## src/verilog/tasc_pkg.sv

```systemverilog
`default_nettype none
package tasc_pkg;

    // ------------------------------------------------------------
    // clock and timing
    // ------------------------------------------------------------
    localparam int CLK_MHZ = 100;
    localparam int AGC_RAMP_UP_US = 10000;
    localparam int AGC_RAMP_DOWN_US = 200;
    localparam int AGC_STEPS = 15;
    // longest times: round down, never below one cycle
    localparam int AGC_UP_STEP_CYCLES = (AGC_RAMP_UP_US * CLK_MHZ) / AGC_STEPS;
    localparam int AGC_DOWN_STEP_CYCLES = (AGC_RAMP_DOWN_US * CLK_MHZ) / AGC_STEPS;
    localparam int STATUS_CLK_RATIO = 16;
    localparam int SYNC_STAGES = 2;

    // ------------------------------------------------------------
    // serial map
    // ------------------------------------------------------------
    localparam int NUM_CTRL = 6;
    localparam logic [7:0] ADDR_ENABLE_AND_FILTER_CTRL = 8'h00;
    localparam logic [7:0] ADDR_READ_PATH_SELECT_CTRL = 8'h01;
    localparam logic [7:0] ADDR_GAIN_CTRL = 8'h02;
    localparam logic [7:0] ADDR_BIAS_LEVEL_CTRL = 8'h03;
    localparam logic [7:0] ADDR_WRITE_CURRENT_CTRL = 8'h04;
    localparam logic [7:0] ADDR_SENSE_CURRENT_CTRL = 8'h05;
    localparam logic [7:0] ADDR_DEVICE_STATUS = 8'hFF;
    localparam logic [7:0] CTRL_RESET = 8'h00;
    localparam logic [2:0] LAST_BIT = 3'h7;

    // ------------------------------------------------------------
    // field positions
    // ------------------------------------------------------------
    localparam int FILTER_LSB = 5;
    localparam int BIAS_MODE_LSB = 3;
    localparam int CUR_SRC_BIT = 2;
    localparam int READ_CHAIN_BIT = 1;
    localparam int REF_BIT = 0;
    localparam int ROLE_BIT = 7;
    localparam int HIGHPASS_BIT = 6;
    localparam int VGA_SRC_LSB = 4;
    localparam int LOOP_SRC_LSB = 2;
    localparam int PREAMP_LSB = 0;
    localparam int BOOST_BIT = 5;
    localparam int MANUAL_BIT = 4;
    localparam int FIXED_LSB = 0;
    localparam int BIAS_LEVEL_LSB = 0;
    localparam int STYLE_BIT = 7;
    localparam int WCODE_LSB = 0;
    localparam int SDOUBLE_BIT = 7;
    localparam int SCODE_LSB = 0;
    localparam int ST_GAIN_LSB = 4;
    localparam int ST_DIR_BIT = 3;
    localparam int ST_5V_BIT = 2;
    localparam int ST_WFAULT_BIT = 1;
    localparam int ST_12V_BIT = 0;
    localparam logic [3:0] GAIN_MAX = 4'hF;
    localparam logic [3:0] GAIN_MIN = 4'h0;

    // ------------------------------------------------------------
    // types
    // ------------------------------------------------------------
    typedef enum logic [1:0] {
        VGA_SERVO = 2'b00,
        VGA_PREAMP = 2'b01,
        VGA_BIAS_M10 = 2'b10,
        VGA_BIAS_M4 = 2'b11
    } tasc_vga_src_e;

    typedef enum logic [2:0] {
        LINK_IDLE = 3'b000,
        LINK_ADDR = 3'b001,
        LINK_DATA = 3'b010,
        LINK_READ = 3'b011,
        LINK_DONE = 3'b100
    } tasc_link_state_e;

endpackage
`default_nettype wire

```

## src/verilog/tasc_agc.sv

```systemverilog
`timescale 1ns/100ps
`default_nettype none
module tasc_agc #(
    parameter int UP_CYCLES = tasc_pkg::AGC_UP_STEP_CYCLES,
    parameter int DOWN_CYCLES = tasc_pkg::AGC_DOWN_STEP_CYCLES
) (
    // clock and reset
    input wire logic clk,
    input wire logic rst_n,
    // control
    input wire logic run,
    input wire logic hold_max,
    input wire logic manual,
    input wire logic [3:0] fixed_code,
    // level detector
    input wire logic too_large,
    input wire logic too_small,
    // result
    output logic [3:0] gain
);
    logic [31:0] tick;
    logic [31:0] limit;

    // slow climb, fast fall
    assign limit = too_large ? 32'(DOWN_CYCLES - 1) : 32'(UP_CYCLES - 1);

    always_ff @(posedge clk or negedge rst_n) begin
        if (!rst_n) begin
            tick <= '0;
        end else if (!run || manual || (!too_large && !too_small) || tick >= limit) begin
            tick <= '0;
        end else begin
            tick <= tick + 32'h1;
        end
    end

    always_ff @(posedge clk or negedge rst_n) begin
        if (!rst_n) begin
            gain <= tasc_pkg::GAIN_MIN;
        end else if (manual) begin
            gain <= fixed_code;
        end else if (hold_max) begin
            gain <= tasc_pkg::GAIN_MAX;
        end else if (run && tick >= limit) begin
            if (too_large && gain != tasc_pkg::GAIN_MIN) begin
                gain <= gain - 4'h1;
            end else if (too_small && !too_large && gain != tasc_pkg::GAIN_MAX) begin
                gain <= gain + 4'h1;
            end
        end
    end
endmodule
`default_nettype wire

```

## src/verilog/tasc_sync.sv

```systemverilog
`timescale 1ns/100ps
`default_nettype none
module tasc_sync #(
    parameter int WIDTH = 1
) (
    // clock and reset
    input wire logic clk,
    input wire logic rst_n,
    // levels
    input wire logic [WIDTH-1:0] d,
    output logic [WIDTH-1:0] q
);
    logic [WIDTH-1:0] meta;

    always_ff @(posedge clk or negedge rst_n) begin
        if (!rst_n) begin
            meta <= '0;
            q <= '0;
        end else begin
            meta <= d;
            q <= meta;
        end
    end
endmodule
`default_nettype wire

```

## src/verilog/tasc_top.sv

```systemverilog
`timescale 1ns/100ps
`default_nettype none
// Functional notes
// - transfer is 8-bit address, 8-bit data
// - address FF returns status byte instead
// - general clock times status, steps AGC
// - six control entries, spare bits ignored
// - filter corner code sets both corners
// - bias mode code: off or three ranges
// - bias level code times 45 mV
// - enables for reference, read, sense; highpass
// - role bit: freeze is hold or select
// - vga source code, servo forced when held
// - loop source code selects feedback input
// - preamp gain code selects gain
// - AGC run, freeze or max gain
// - fixed gain code in 1 dB steps
// - write input style toggle or level
// - seven-bit current codes, five-bit bias DAC
// - write polarity flips on pattern edges
// - status byte layout gain, hint, faults
// - fault flags sticky until status read
// - sense range doubling bit
module tasc_top #(
    parameter int AGC_UP_CYCLES = tasc_pkg::AGC_UP_STEP_CYCLES
) (
    // clock and reset
    input wire logic ref_clk,
    input wire logic rst_n,
    // serial link
    input wire logic serial_clk,
    input wire logic serial_frame_enable,
    input wire logic sdio_in,
    output logic sdio_out,
    output logic sdio_oe_n,
    // analogue side inputs
    input wire logic freeze_pin,
    input wire logic write_pattern_pin,
    input wire logic level_too_large,
    input wire logic level_too_small,
    input wire logic low_5v_event,
    input wire logic low_12v_event,
    input wire logic write_fault_event,
    // enable and filter
    output logic [1:0] filter_corner_code,
    output logic [1:0] bias_mode_code,
    output logic current_source_on,
    output logic read_chain_on,
    output logic reference_on,
    // read path
    output logic hold_pin_role,
    output logic highpass_on,
    output logic [1:0] vga_source_sel,
    output logic [1:0] loop_source_sel,
    output logic [1:0] preamp_gain_code,
    // gain
    output logic gain_range_boost,
    output logic manual_gain,
    output logic [3:0] fixed_gain_code,
    output logic [3:0] live_gain_code,
    // bias, write and sense DACs
    output logic [4:0] bias_level_code,
    output logic write_input_style,
    output logic toggle_function_on,
    output logic write_polarity,
    output logic [6:0] write_current_code,
    output logic sense_range_double,
    output logic [6:0] sense_current_code
);

    // ------------------------------------------------------------
    // reset release
    // ------------------------------------------------------------
    logic rst_meta;
    logic rst_sync_n;

    always_ff @(posedge ref_clk or negedge rst_n) begin
        if (!rst_n) begin
            rst_meta <= 1'b0;
            rst_sync_n <= 1'b0;
        end else begin
            rst_meta <= 1'b1;
            rst_sync_n <= rst_meta;
        end
    end

    // ------------------------------------------------------------
    // input synchronisers
    // ------------------------------------------------------------
    // the bit clock is only a sampled level here; a stopped general
    // clock simply freezes everything, so only the bit clock is free to stop
    logic [10:0] raw_in;
    logic [10:0] sync_in;
    logic sclk_s;
    logic frame_s;
    logic sdi_s;
    logic freeze_s;
    logic pattern_s;
    logic large_s;
    logic small_s;
    logic low5_s;
    logic low12_s;
    logic wfault_s;

    assign raw_in = {serial_clk, serial_frame_enable, sdio_in, freeze_pin,
        write_pattern_pin, level_too_large, level_too_small, low_5v_event,
        low_12v_event, write_fault_event, 1'b0};
    assign {sclk_s, frame_s, sdi_s, freeze_s, pattern_s, large_s, small_s,
        low5_s, low12_s, wfault_s} = sync_in[10:1];

    tasc_sync #(
        .WIDTH(11)
    ) u_sync (
        .clk(ref_clk),
        .rst_n(rst_sync_n),
        .d(raw_in),
        .q(sync_in)
    );

    // ------------------------------------------------------------
    // link edge detection
    // ------------------------------------------------------------
    logic sclk_d;
    logic sclk_rise;
    logic sclk_fall;

    always_ff @(posedge ref_clk or negedge rst_sync_n) begin
        if (!rst_sync_n) begin
            sclk_d <= 1'b0;
        end else begin
            sclk_d <= sclk_s;
        end
    end

    // edges found by the general clock, hence the 16x ratio demand
    assign sclk_rise = sclk_s && !sclk_d;
    assign sclk_fall = !sclk_s && sclk_d;

    // ------------------------------------------------------------
    // link state machine
    // ------------------------------------------------------------
    tasc_pkg::tasc_link_state_e state;
    tasc_pkg::tasc_link_state_e next_state;
    logic [2:0] bit_cnt;
    logic [7:0] rx_shift;
    logic [7:0] addr;
    logic [7:0] rx_byte;
    logic byte_done;
    logic status_read;
    logic write_strobe;

    assign rx_byte = {rx_shift[6:0], sdi_s};
    assign byte_done = sclk_rise && bit_cnt == tasc_pkg::LAST_BIT;
    assign status_read = state == tasc_pkg::LINK_ADDR && byte_done
        && rx_byte == tasc_pkg::ADDR_DEVICE_STATUS;
    assign write_strobe = state == tasc_pkg::LINK_DATA && byte_done;

    always_comb begin
        next_state = state;
        case (state)
            tasc_pkg::LINK_IDLE: begin
                if (frame_s) begin
                    next_state = tasc_pkg::LINK_ADDR;
                end
            end
            tasc_pkg::LINK_ADDR: begin
                if (status_read) begin
                    next_state = tasc_pkg::LINK_READ;
                end else if (byte_done) begin
                    next_state = tasc_pkg::LINK_DATA;
                end
            end
            tasc_pkg::LINK_DATA: begin
                if (byte_done) begin
                    next_state = tasc_pkg::LINK_DONE;
                end
            end
            tasc_pkg::LINK_READ: begin
                if (byte_done) begin
                    next_state = tasc_pkg::LINK_DONE;
                end
            end
            default: begin
                next_state = tasc_pkg::LINK_DONE;
            end
        endcase
        // a dropped frame ends any transfer
        if (!frame_s) begin
            next_state = tasc_pkg::LINK_IDLE;
        end
    end

    always_ff @(posedge ref_clk or negedge rst_sync_n) begin
        if (!rst_sync_n) begin
            state <= tasc_pkg::LINK_IDLE;
        end else begin
            state <= next_state;
        end
    end

    always_ff @(posedge ref_clk or negedge rst_sync_n) begin
        if (!rst_sync_n) begin
            bit_cnt <= 3'h0;
            rx_shift <= 8'h00;
        end else if (!frame_s || state == tasc_pkg::LINK_IDLE) begin
            bit_cnt <= 3'h0;
            rx_shift <= 8'h00;
        end else if (sclk_rise) begin
            bit_cnt <= bit_cnt + 3'h1;
            rx_shift <= rx_byte;
        end
    end

    always_ff @(posedge ref_clk or negedge rst_sync_n) begin
        if (!rst_sync_n) begin
            addr <= 8'h00;
        end else if (state == tasc_pkg::LINK_ADDR && byte_done) begin
            addr <= rx_byte;
        end
    end

    // ------------------------------------------------------------
    // control entries
    // ------------------------------------------------------------
    logic [7:0] ctrl [tasc_pkg::NUM_CTRL];

    generate
        for (genvar i = 0; i < tasc_pkg::NUM_CTRL; i++) begin : g_ctrl
            always_ff @(posedge ref_clk or negedge rst_sync_n) begin
                if (!rst_sync_n) begin
                    ctrl[i] <= tasc_pkg::CTRL_RESET;
                end else if (write_strobe && addr == 8'(i)) begin
                    ctrl[i] <= rx_byte;
                end
            end
        end
    endgenerate

    // fields; unassigned bits are stored but drive nothing
    assign filter_corner_code = ctrl[0][tasc_pkg::FILTER_LSB +: 2];
    assign bias_mode_code = ctrl[0][tasc_pkg::BIAS_MODE_LSB +: 2];
    assign current_source_on = ctrl[0][tasc_pkg::CUR_SRC_BIT];
    assign read_chain_on = ctrl[0][tasc_pkg::READ_CHAIN_BIT];
    assign reference_on = ctrl[0][tasc_pkg::REF_BIT];
    assign hold_pin_role = ctrl[1][tasc_pkg::ROLE_BIT];
    assign highpass_on = ctrl[1][tasc_pkg::HIGHPASS_BIT];
    assign loop_source_sel = ctrl[1][tasc_pkg::LOOP_SRC_LSB +: 2];
    assign preamp_gain_code = ctrl[1][tasc_pkg::PREAMP_LSB +: 2];
    assign gain_range_boost = ctrl[2][tasc_pkg::BOOST_BIT];
    assign manual_gain = ctrl[2][tasc_pkg::MANUAL_BIT];
    assign fixed_gain_code = ctrl[2][tasc_pkg::FIXED_LSB +: 4];
    assign bias_level_code = ctrl[3][tasc_pkg::BIAS_LEVEL_LSB +: 5];
    assign write_input_style = ctrl[4][tasc_pkg::STYLE_BIT];
    assign write_current_code = ctrl[4][tasc_pkg::WCODE_LSB +: 7];
    assign sense_range_double = ctrl[5][tasc_pkg::SDOUBLE_BIT];
    assign sense_current_code = ctrl[5][tasc_pkg::SCODE_LSB +: 7];

    // ------------------------------------------------------------
    // read path select
    // ------------------------------------------------------------
    always_ff @(posedge ref_clk or negedge rst_sync_n) begin
        if (!rst_sync_n) begin
            vga_source_sel <= tasc_pkg::VGA_SERVO;
        end else if (hold_pin_role && !freeze_s) begin
            vga_source_sel <= tasc_pkg::VGA_SERVO;
        end else begin
            vga_source_sel <= ctrl[1][tasc_pkg::VGA_SRC_LSB +: 2];
        end
    end

    // ------------------------------------------------------------
    // AGC
    // ------------------------------------------------------------
    logic agc_run;
    logic agc_hold_max;

    assign agc_run = freeze_s;
    assign agc_hold_max = !freeze_s && hold_pin_role;

    tasc_agc #(
        .UP_CYCLES(AGC_UP_CYCLES),
        .DOWN_CYCLES(tasc_pkg::AGC_DOWN_STEP_CYCLES)
    ) u_agc (
        .clk(ref_clk),
        .rst_n(rst_sync_n),
        .run(agc_run),
        .hold_max(agc_hold_max),
        .manual(manual_gain),
        .fixed_code(fixed_gain_code),
        .too_large(large_s),
        .too_small(small_s),
        .gain(live_gain_code)
    );

    // ------------------------------------------------------------
    // write pattern polarity
    // ------------------------------------------------------------
    logic pattern_d;

    always_ff @(posedge ref_clk or negedge rst_sync_n) begin
        if (!rst_sync_n) begin
            pattern_d <= 1'b0;
            write_polarity <= 1'b0;
            toggle_function_on <= 1'b1;
        end else begin
            pattern_d <= pattern_s;
            toggle_function_on <= !write_input_style;
            if (write_input_style && pattern_s != pattern_d) begin
                write_polarity <= !write_polarity;
            end else if (!write_input_style && !pattern_s && pattern_d) begin
                write_polarity <= !write_polarity;
            end
        end
    end

    // ------------------------------------------------------------
    // sticky fault flags
    // ------------------------------------------------------------
    logic flag_5v;
    logic flag_12v;
    logic flag_wfault;
    logic [7:0] status_byte;

    // a new fault in the clearing cycle survives the clear
    always_ff @(posedge ref_clk or negedge rst_sync_n) begin
        if (!rst_sync_n) begin
            flag_5v <= 1'b0;
            flag_12v <= 1'b0;
            flag_wfault <= 1'b0;
        end else begin
            flag_5v <= (flag_5v && !status_read) || low5_s;
            flag_12v <= (flag_12v && !status_read) || low12_s;
            flag_wfault <= (flag_wfault && !status_read) || wfault_s;
        end
    end

    always_comb begin
        status_byte = 8'h00;
        status_byte[tasc_pkg::ST_GAIN_LSB +: 4] = live_gain_code;
        status_byte[tasc_pkg::ST_DIR_BIT] = large_s;
        status_byte[tasc_pkg::ST_5V_BIT] = flag_5v;
        status_byte[tasc_pkg::ST_WFAULT_BIT] = flag_wfault;
        status_byte[tasc_pkg::ST_12V_BIT] = flag_12v;
    end

    // ------------------------------------------------------------
    // status return
    // ------------------------------------------------------------
    logic [7:0] tx_shift;
    logic [3:0] tx_cnt;

    always_ff @(posedge ref_clk or negedge rst_sync_n) begin
        if (!rst_sync_n) begin
            tx_shift <= 8'h00;
            tx_cnt <= 4'h0;
            sdio_out <= 1'b0;
            sdio_oe_n <= 1'b1;
        end else if (status_read) begin
            tx_shift <= status_byte;
            tx_cnt <= 4'h0;
        end else if (state != tasc_pkg::LINK_READ) begin
            // released once the byte is out or the frame drops
            sdio_oe_n <= 1'b1;
            tx_cnt <= 4'h0;
        end else if (sclk_fall && tx_cnt != 4'h8) begin
            sdio_out <= tx_shift[7];
            sdio_oe_n <= 1'b0;
            tx_shift <= {tx_shift[6:0], 1'b0};
            tx_cnt <= tx_cnt + 4'h1;
        end
    end

endmodule
`default_nettype wire
```

## config.mk

```make
export PLATFORM = sky130hd
export DESIGN_NAME = tasc_top
export DESIGN_NICKNAME = d
export VERILOG_FILES = /design/src/verilog/tasc_pkg.sv /design/src/verilog/tasc_agc.sv /design/src/verilog/tasc_sync.sv /design/src/verilog/tasc_top.sv
export SDC_FILE = /design/constraint.sdc
export NUM_CORES = 1
export LEC_CHECK = 0
export ABC_AREA = 1
export BUFFER_PORTS_ARGS = -buffer_cell sky130_fd_sc_hd__buf_2
export CAP_MARGIN = 20
export CORE_MARGIN = 2
export CORE_UTILIZATION = 30
export DETAILED_ROUTE_END_ITERATION = 12
export GPL_TIMING_DRIVEN = 0
export PLACE_DENSITY = 0.52
export SYNTH_ARGS = -nofsm -noshare
export SYNTH_HDL_FRONTEND = slang
export SYNTH_SLANG_ARGS = --single-unit
export TNS_END_PERCENT = 10
```

## constraint.sdc

```tcl
create_clock -name ref_clk -period 7.2 [get_ports ref_clk]
set_clock_uncertainty 0.05 [all_clocks]
set_input_delay 0.72 -clock ref_clk [delete_from_list [all_inputs] [get_ports ref_clk]]
set_output_delay 0.72 -clock ref_clk [all_outputs]
set_load 0.01 [all_outputs]
```

==> results of run 1 <==
## registers in the layout, summed over array words and instances (netlist names), 2 cells and up
register / flops
bias_mode_code: 2
filter_corner_code: 2
u_sync.meta: 10
write_current_code: 7
u_sync.q: 10
fixed_gain_code: 4
ctrl: 2
u_agc.gain: 4
sense_current_code: 7
addr: 8
vga_source_sel: 2
bias_level_code: 5
u_agc.tick: 32
rx_shift: 7
tx_cnt: 4
state: 3
tx_shift: 8
loop_source_sel: 2
preamp_gain_code: 2
bit_cnt: 3
## cells by family (layout without fill, tap and decap cells)
kind of cell	count (synthesis)	in the layout	share of synthesized area
buffers and inverters	104	200	0.0865
XOR/XNOR	15	15	0.0209
other	2	15	0.00120
adder cells (fa/ha/maj)	13	13	0.0259
AO/OA/AOI/OAI	90	90	0.0925
flip-flops	144	144	0.574
AND/OR/NAND/NOR	263	263	0.199
## what timing repair did
item | CTS | global route
endpoints found under the setup margin | 0 | 0
hold endpoints to repair | 2 | 0
hold buffers | 1 | 0
## area by class of cell
| cell class | count | area, µm² | share of cell area |
|---|---|---|---|
| plain buffers | 41 | 307 | 0.0400 |
| repair buffers | 64 | 370 | 0.0484 |
| well taps | 270 | 338 | 0.0441 |
| flip-flops and latches | 144 | 3610 | 0.471 |
| multi-input cells | 396 | 2180 | 0.284 |
| inverters | 63 | 236 | 0.0309 |
| clock buffers | 20 | 437 | 0.0570 |
| clock inverters | 12 | 184 | 0.0240 |
## where the power goes
| part | internal (mW) | leakage, nW | switching [mW] |
|---|---|---|---|
| Clock | 0.585 | 0.301 | 0.350 |
| Sequential | 0.834 | 1.89 | 0.0282 |
| Combinational | 0.0503 | 1.49 | 0.0912 |
| Total | 1.47 | 3.68 | 0.470 |
## path summary, 6_finish.rpt
check,from,end,slack [ns],depth (start not counted)
worst max-delay path,u_sync.q[5],u_agc.gain[2],5.00,16
worst min-delay path,rst_sync_n,bias_level_code[4],0.24,0
worst max register to register,u_sync.q[5],u_agc.gain[2],5.00,16
worst min register to register,rst_sync_n,bias_level_code[4],0.24,0
max in group asynchronous,rst_sync_n,sdio_oe_n,5.86,2
min in group ref_clk,u_sync.meta[6],u_sync.q[6],0.30,0
## synth_stat cells (4+ instances only)
master	instances	area, µm²
dfrtp_1	142	3550
nand2_1	126	473
inv_1	58	218
nor2_1	52	195
o21ai_0	52	260
nand3_1	35	175
buf_4	31	233
o21ai_2	15	131
ha_1	13	163
xor2_1	13	114
nor3_1	10	50.1
nand2_2	8	50.1
a21oi_1	7	35.0
nor4_1	7	43.8
buf_2	5	25.0
inv_2	5	18.8
o221ai_2	5	75.1
buf_6	4	45.0
nand4_1	4	25.0
nor2_2	4	25.0
## worst max-delay path: cells and delay by family (launching register included)
kind | cells | cell delay, ns
buf+inv | 2 | 0.27
simple gates | 13 | 0.93
fa+ha+maj | 1 | 0.31
flops | 1 | 0.52
## metrics by stage
step | power, mW | util | cell area (µm²) | setup slack, ns
detailed placement | 1.02 | 0.345 | 7030 | 4.95
floorplan | 0.967 | - | 6330 | 2.84
finish | 1.94 | 0.376 | 7660 | 5.00
global placement | 1.02 | 0.342 | 6970 | 0.983
CTS | 1.97 | 0.376 | 7660 | 4.94
global route | 2.03 | 0.376 | 7660 | 4.73
## layer usage
metal / vias up / wire, µm
li1: 2210 / -
met1: 2055 / 6250
met2: 75 / 5940
met3: 11 / 588
met4: 0 / 159
met5: - / 0
==> results.tsv, run 1 <==
metric	value	unit
Worst Path Max Fanout	8	
Detail Route Antenna Nets	0	
Resized cells post-CTS	0	
Routed WL	12900	µm
Sinks on Clock Net	144	
H-tree Lvls	4	
CTS Root Cell	clkbuf_16	
Clock Tree Buf Depth	2	
Skew-Pair Late Insertion Delay	0.42	ns
via count of the first global-routing pass	4448	
area of the mapped netlist	6280	µm²
DR WL/cell	12.8	µm
first-pass GRT wire length	22300	µm
maximum capacitance violations	0	
Reg clk slew, reported paths	0.07	ns
Leak	3.68	nW
final setup vio count	0	
largest net degree at the start of global routing	62	
Max Freq	455	MHz
slowest CP cell	dfrtp_1	
ANT cells	0	
Die Ht	149	µm
Final #Nets	752	
status	finished, final reports clean	
Via density	4.31	
sequential-to-total area share from yosys stat	0.574	
Initial Util	0.308	
CP Launch Type	flop	
GRT met2 Usage	0.201	
DR iter-0 viols	205	
Worst Path Required	7.45	ns
count of flip-flops with a built-in enable after synthesis	0	
drt drc	0	
Final GP Congestion	0.773	
TritonCTS buffer count	17	
GRT Util Overall	0.130	
worst slew pin tran	0.539	ns
TNS Setup	0	ns
kind of critical path	reg2reg	
Synth Warn #	0	
final non-filler cell total	1010	
Core Region	20400	µm²
arrival time at the worst endpoint	2.45	ns
# IOs	62	
P per Cell Area	253	nW/µm²
Worst slew margin	0.639	
initial antenna violation count	0	
CP dominant cell by count	nand2_1	
die extent in x	149	µm
RSZ-0062 raised after global routing	false	
area added between synthesis and finish	22.0	%
CTS tree	built	
grt peak-use layer	met2	
M1 GR Usage	0.172	
layout cells sized above 1	0.254	
worst-path cell chain	inv_1 -> ha_1 -> nand2_1 -> inv_1 -> nand2_1 -> nand2_1 -> nand2_1 -> nand2_1 -> nand2_1 -> nand2_1 -> nand2_1 -> nand3_1 -> nand2_2 -> nand2_2 -> nand2_1 -> nand2_1	
commonest non-fill, non-tap cell in the layout	dfrtp_1	
Tcrit/Tclk final	0.306	
flops & latches, synth	144	
DP Cell Count	977	
Final Hold Viols	0	
fillers	2038	
IO buf count	61	
commonest non-fill, non-tap cells in the layout	141 x dfrtp_1, 126 x nand2_1, 66 x buf_2	
Main synth FF type	dfrtp_1	
Pre-antenna DRT Iters	4	
Fin Hold WS	0.239	ns
post-synth cell types	39	
CP endpoint kind	flop	
Cells after Synth	631	
total grt overflow	0	
post-CTS setup buffer count	0	
peak supply drop	0.163	mV
crit-path max cell delay	0.52	ns
syn avg cell area	9.95	µm²
DP HPWL	8980	µm
Hold WC Path Type	reg2async	
Slew Limit Fails	0	
Synth async-reset ratio	1.00	
M3 GR Usage	0.0420	
die area	22100	µm²
via count	4351	
minimum clock period	2.20	ns
Row Count	52	
Note: power is estimated with default switching activity, not from simulation.
==> inputs of run 2 (changes only) <==
--- a/config.mk
+++ b/config.mk
@@ -12,7 +12,7 @@
 export CORE_UTILIZATION = 30
 export DETAILED_ROUTE_END_ITERATION = 12
 export GPL_TIMING_DRIVEN = 0
-export PLACE_DENSITY = 0.52
+export PLACE_DENSITY = 0.54
 export SYNTH_ARGS = -nofsm -noshare
 export SYNTH_HDL_FRONTEND = slang
 export SYNTH_SLANG_ARGS = --single-unit
==> constraint.sdc (replaced) <==
create_clock -name ref_clk -period 2 [get_ports ref_clk]
set_clock_uncertainty 0.05 [all_clocks]
set_input_delay 0.2 -clock ref_clk [delete_from_list [all_inputs] [get_ports ref_clk]]
set_output_delay 0.2 -clock ref_clk [all_outputs]
set_load 0.01 [all_outputs]
==> run 2 against run 1 <==
  * Die area did not move
  * Hold slack got worse by 0.21 ns
  * Clock power rose to 3.6 times the previous value
  * Total power rose to 3.6 times the previous value
  * Global-route usage barely moved
  * Sequential share of layout area fell by 1.7 points
  * Sequential cell count did not move
  * Largest cell class unchanged
==> results.tsv, run 2 (same netlist as run 1, synthesis figures left out) <==
metric	value	unit
status	finished, final reports clean	
P per Cell Area	882	nW/µm²
initial antenna violation count	0	
largest register by flop count	u_agc.tick	
DP HPWL	9140	µm
Max Freq	509	MHz
Clock Tree Buf Depth	2	
DP Cell Count	977	
Worst Path Max Fanout	5	
Initial Util	0.308	
Die Ht	149	µm
Row Count	52	
Worst Path Required	2.31	ns
Reg power frac	0.444	
switching power	1.68	mW
H-tree Lvls	4	
Reg clk slew, reported paths	0.06	ns
die extent in x	149	µm
Core Region	20400	µm²
total grt overflow	0	
final non-filler cell total	1026	
CTS tree	built	
peak supply drop	0.634	mV
CP Launch Type	flop	
minimum clock period	1.97	ns
Hold WC Path Type	in2async	
RSZ-0062 raised after global routing	true	
arrival time at the worst endpoint	2.28	ns
maximum capacitance violations	0	
Largest register FFs	32	
TritonCTS buffer count	17	
kind of critical path	reg2reg	
via count of the first global-routing pass	4432	
Fin Hold WS	0.0305	ns
Sinks on Clock Net	144	
worst slew pin tran	0.599	ns
Skew-Pair Late Insertion Delay	0.43	ns
Final Power	7.02	mW
IO buf count	61	
area added between synthesis and finish	26.7	%
Worst slew margin	0.599	
Final Hold Viols	0	
Final #Nets	769	
# IOs	62	
GRT Util Overall	0.130	
Pre-antenna DRT Iters	4	
die area	22100	µm²
Final GP Congestion	0.750	
DR WL/cell	13.0	µm
clock share of power	0.476	
largest registers	u_agc.tick (32), u_sync.meta (10), u_sync.q (10)	
final setup vio count	0	
ANT cells	0	
Detail Route Antenna Nets	0	
first-pass GRT wire length	22600	µm
Slew Limit Fails	0	
Via density	4.32	
final core utilization	0.391	
commonest non-fill, non-tap cells in the layout	140 x dfrtp_1, 115 x nand2_1, 66 x buf_2	
CTS Root Cell	clkbuf_16	
layout cells sized above 1	0.288	
CP endpoint kind	flop	
Tcrit/Tclk final	0.983	
Leak	3.77	nW
Routed WL	13400	µm
Logic pwr share	0.080	
Net Sw Frac	0.239	
DR iter-0 viols	223	
drt drc	0	
largest net degree at the start of global routing	61	
commonest non-fill, non-tap cell in the layout	dfrtp_1	
via count	4431	
Int Pwr	5.34	mW
==> run 2: changes by cell type in the layout (fill, tap and decap cells not counted), moves of 4 or more <==
cell / delta
buf_4: +4
clkbuf_8: +5
nand2_1: -11
dlygate4sd3_1: +10
nand2_2: +8
==> run 2: timing repair <==
action                                 in CTS  in global routing
setup buffers                               7                  0
endpoints found under the hold margin      12                  0
hold buffers                               11                  0
resized for setup                           5                 26
pin swaps                                   1                  7
setup endpoints to repair                  22                 29
==> run 2: metrics by stage <==
stage	setup TNS (ns)	setup WS, ns	cell area [µm²]
2_1_floorplan	0	0.168	6330
3_3_place_gp	-24.59	-0.295	6970
3_5_place_dp	-5.30	-0.308	7030
4_1_cts	-0.0213	-0.00888	7840
5_1_grt	-0.952	-0.0884	7960
6_report	0	0.0348	7960
==> run 2: worst max-delay path: stages, from the launching register on <==
cell and delay [ns]:
dfrtp_2 0.46, buf_12 0.15, ha_1 0.30, nand2_2 0.07
nor2_4 0.13, nand3_1 0.09, nor3_2 0.14, nand2_2 0.11
nand3_2 0.10, nand2_4 0.08, nand2_4 0.10, nand2_2 0.06
nand2_1 0.06
==> run 2: layer usage <==
| metal | track usage | part of all wire | vias up |
|---|---|---|---|
| met5 | 0 | 0 | - |
| met4 | 0.0500 | 0.017 | 0 |
| met3 | 0.0319 | 0.037 | 18 |
| met2 | 0.206 | 0.47 | 75 |
| met1 | 0.172 | 0.47 | 2105 |
| li1 | - | - | 2233 |
==> run 2: path summary, 6_finish.rpt <==
kind / cells past startpoint / to / startpoint / slack (ns)
min reg2reg: 0 / bias_mode_code[0] / rst_sync_n / 0.22
min in group ref_clk: 0 / u_sync.q[5] / u_sync.meta[5] / 0.30
max: 12 / u_agc.gain[2] / u_sync.q[5] / 0.03
max in group asynchronous: 1 / sdio_oe_n / rst_sync_n / 0.97
max reg2reg: 12 / u_agc.gain[2] / u_sync.q[5] / 0.03
min: 2 / rst_sync_n / rst_n / 0.03
==> run 2: layout make-up <==
class | instances | area [µm²]
Clock buffer | 23 | 498
Clock inverter | 8 | 128
Timing Repair Buffer | 81 | 543
Fill cell | 2019 | 12400
Tap cell | 270 | 338
Multi-Input combinational cell | 396 | 2290
Sequential cell | 144 | 3610
Buffer | 41 | 310
Inverter | 63 | 240
==> run 2: power by group through the flow <==
| stage | combinational (mW) | clock (mW) | sequential (mW) |
|---|---|---|---|
| 4_1_cts | 0.545 | 3.40 | 3.12 |
| 3_5_place_dp | 0.514 | 0 | 3.17 |
| 3_3_place_gp | 0.459 | 0 | 3.21 |
| 2_1_floorplan | 0.293 | 0 | 3.19 |
| 5_1_grt | 0.643 | 3.52 | 3.13 |
| 6_report | 0.563 | 3.34 | 3.11 |
==> inputs of run 3 (changes only) <==
--- a/config.mk
+++ b/config.mk
@@ -15,5 +15,6 @@
 export PLACE_DENSITY = 0.54
 export SYNTH_ARGS = -nofsm -noshare
 export SYNTH_HDL_FRONTEND = slang
+export SYNTH_HIERARCHICAL = 1
 export SYNTH_SLANG_ARGS = --single-unit
 export TNS_END_PERCENT = 10
==> run 3 against run 2 <==
  * Final area grew 0.50%
  * Clock-buffer cell count decreased by 3
  * Sequential share of layout area is 0.18 points lower
  * Global-route usage about the same
==> results.tsv, run 3 <==
metric	value	unit
status	finished, final reports clean	
initial antenna violation count	0	
H-tree Lvls	4	
Detail Route Antenna Nets	0	
RSZ-0062 raised after global routing	true	
CTS Root Cell	clkbuf_16	
DP Cell Count	999	
Routed WL	13600	µm
final setup vio count	0	
ANT cells	0	
die area	21800	µm²
Sinks on Clock Net	144	
area added between synthesis and finish	29.2	%
Synth Warn #	6	
DR iter-0 viols	323	
arrival time at the worst endpoint	2.24	ns
first-pass GRT wire length	22500	µm
commonest non-fill, non-tap cell in the layout	dfrtp_1	
Reg-to-Reg End	u_agc/gain[1]	
GRT Util Overall	0.130	
Clock Tree Buf Depth	2	
drt drc	0	
Via density	4.32	
Hold WC Path Type	in2async	
worst reg2reg path depth	12	
Skew-Pair Late Insertion Delay	0.42	ns
largest register by flop count	u_agc/tick	
CP Launch Type	flop	
M1 GR Usage	0.188	
area of the mapped netlist	6190	µm²
grt peak-use layer	met2	
Pre-antenna DRT Iters	4	
worst setup path start	u_sync/q[5]	
Leak	3.90	nW
Slew Limit Fails	0	
Max Freq	502	MHz
P per Cell Area	949	nW/µm²
Worst Path Max Fanout	5	
maximum capacitance violations	0	
M3 GR Usage	0.0321	
Final #Nets	798	
dpl ws	-0.413	ns
commonest non-fill, non-tap cells in the layout	137 x dfrtp_1, 129 x nand2_1, 66 x buf_2	
die extent in x	148	µm
worst path bufs/invs	2	
Initial Util	0.306	
total grt overflow	0	
largest net degree at the start of global routing	55	
syn avg cell area	9.48	µm²
peak supply drop	0.640	mV
worst r2r src	u_sync/q[5]	
Cells after Synth	653	
final non-filler cell total	1055	
Final GP Congestion	0.785	
Worst Path Required	2.25	ns
TritonCTS buffer count	17	
CP endpoint kind	flop	
reg2reg setup slack	0.007	ns
CTS tree	built	
GRT met2 Usage	0.191	
Die Ht	148	µm
crit-path max cell delay	0.50	ns
via count of the first global-routing pass	4346	
worst slew pin tran	0.745	ns
Final Hold Viols	0	
via count	4560	
Worst slew margin	0.502	
DR WL/cell	12.9	µm
IO buf count	61	
fin worst setup slack	0.00718	ns
Largest register FFs	32	
Tcrit/Tclk final	0.996	
worst-path cell chain	inv_4 -> ha_4 -> nand2_2 -> nor2_2 -> nand3_1 -> nor3_2 -> nand2_2 -> nand3_2 -> nand2_4 -> buf_6 -> nand3_2 -> nand2_1	
# IOs	62	
Row Count	52	
CP delay by family, top	simple AND/OR/NAND/NOR gates	
kind of critical path	reg2reg	
largest registers	u_agc/tick (32), u_sync/meta (10), u_sync/q (10)	
DP HPWL	9150	µm
Core Region	20200	µm²
layout cells sized above 1	0.259	
minimum clock period	1.99	ns
Reg clk slew, reported paths	0.06	ns
slowest CP cell	dfrtp_2	
## run 3: worst max path at each step
stage | cells after the start | slack (ns) | endpoint
2_1_floorplan | 14 | 0.14 | u_agc/tick[10]
3_3_place_gp | 10 | -0.41 | u_agc/tick[11]
3_5_place_dp | 14 | -0.41 | u_agc/tick[13]
4_1_cts | 15 | 0.006 | u_agc/gain[2]
5_1_grt | 16 | -0.14 | u_agc/gain[1]
6_report | 12 | 0.007 | u_agc/gain[1]
## run 3: what timing repair did
| item | CTS | global route |
|---|---|---|
| hold buffers | 11 | 0 |
| buffers inserted | 1 | 11 |
| endpoints found under the hold margin | 12 | 0 |
| pin swaps | 0 | 17 |
| resized for setup | 7 | 38 |
| setup endpoints to repair | 22 | 60 |
| gates cloned | 0 | 1 |
## run 3: layout make-up
cell class                      instances  area, µm²
Multi-Input combinational cell        417       2240
Tap cell                              270        338
Sequential cell                       144       3610
Buffer                                 42        310
Clock inverter                         12        204
Timing Repair Buffer                   87        587
Clock buffer                           20        467
Fill cell                            2033      12200
Inverter                               63        239
## run 3: where the power goes
group          internal [mW]  switching, mW  total (mW)
Clock                   2.32           1.24        3.56
Combinational          0.341          0.508       0.850
Sequential              3.04          0.138        3.18
Total                   5.70           1.89        7.59
## run 3: metal layers
layer,vias to the layer above,wire length (µm)
met4,0,206
met2,59,6130
met5,-,0
met3,14,487
li1,2300,-
met1,2187,6800
## run 3: per-stage QoR
| stage | util | hold slack, ns | TNS, ns | area [µm²] | total power, mW |
|---|---|---|---|---|---|
| 2_1_floorplan | - | -0.146 | 0 | 6240 | 3.68 |
| 5_1_grt | 0.395 | 0.0461 | -0.737 | 8000 | 7.95 |
| 3_5_place_dp | 0.343 | -0.0597 | -6.13 | 6940 | 3.93 |
| 3_3_place_gp | 0.340 | -0.0634 | -24.76 | 6890 | 3.91 |
| 4_1_cts | 0.383 | 0.0298 | 0 | 7750 | 7.53 |
| 6_report | 0.395 | 0.0436 | 0 | 8000 | 7.59 |
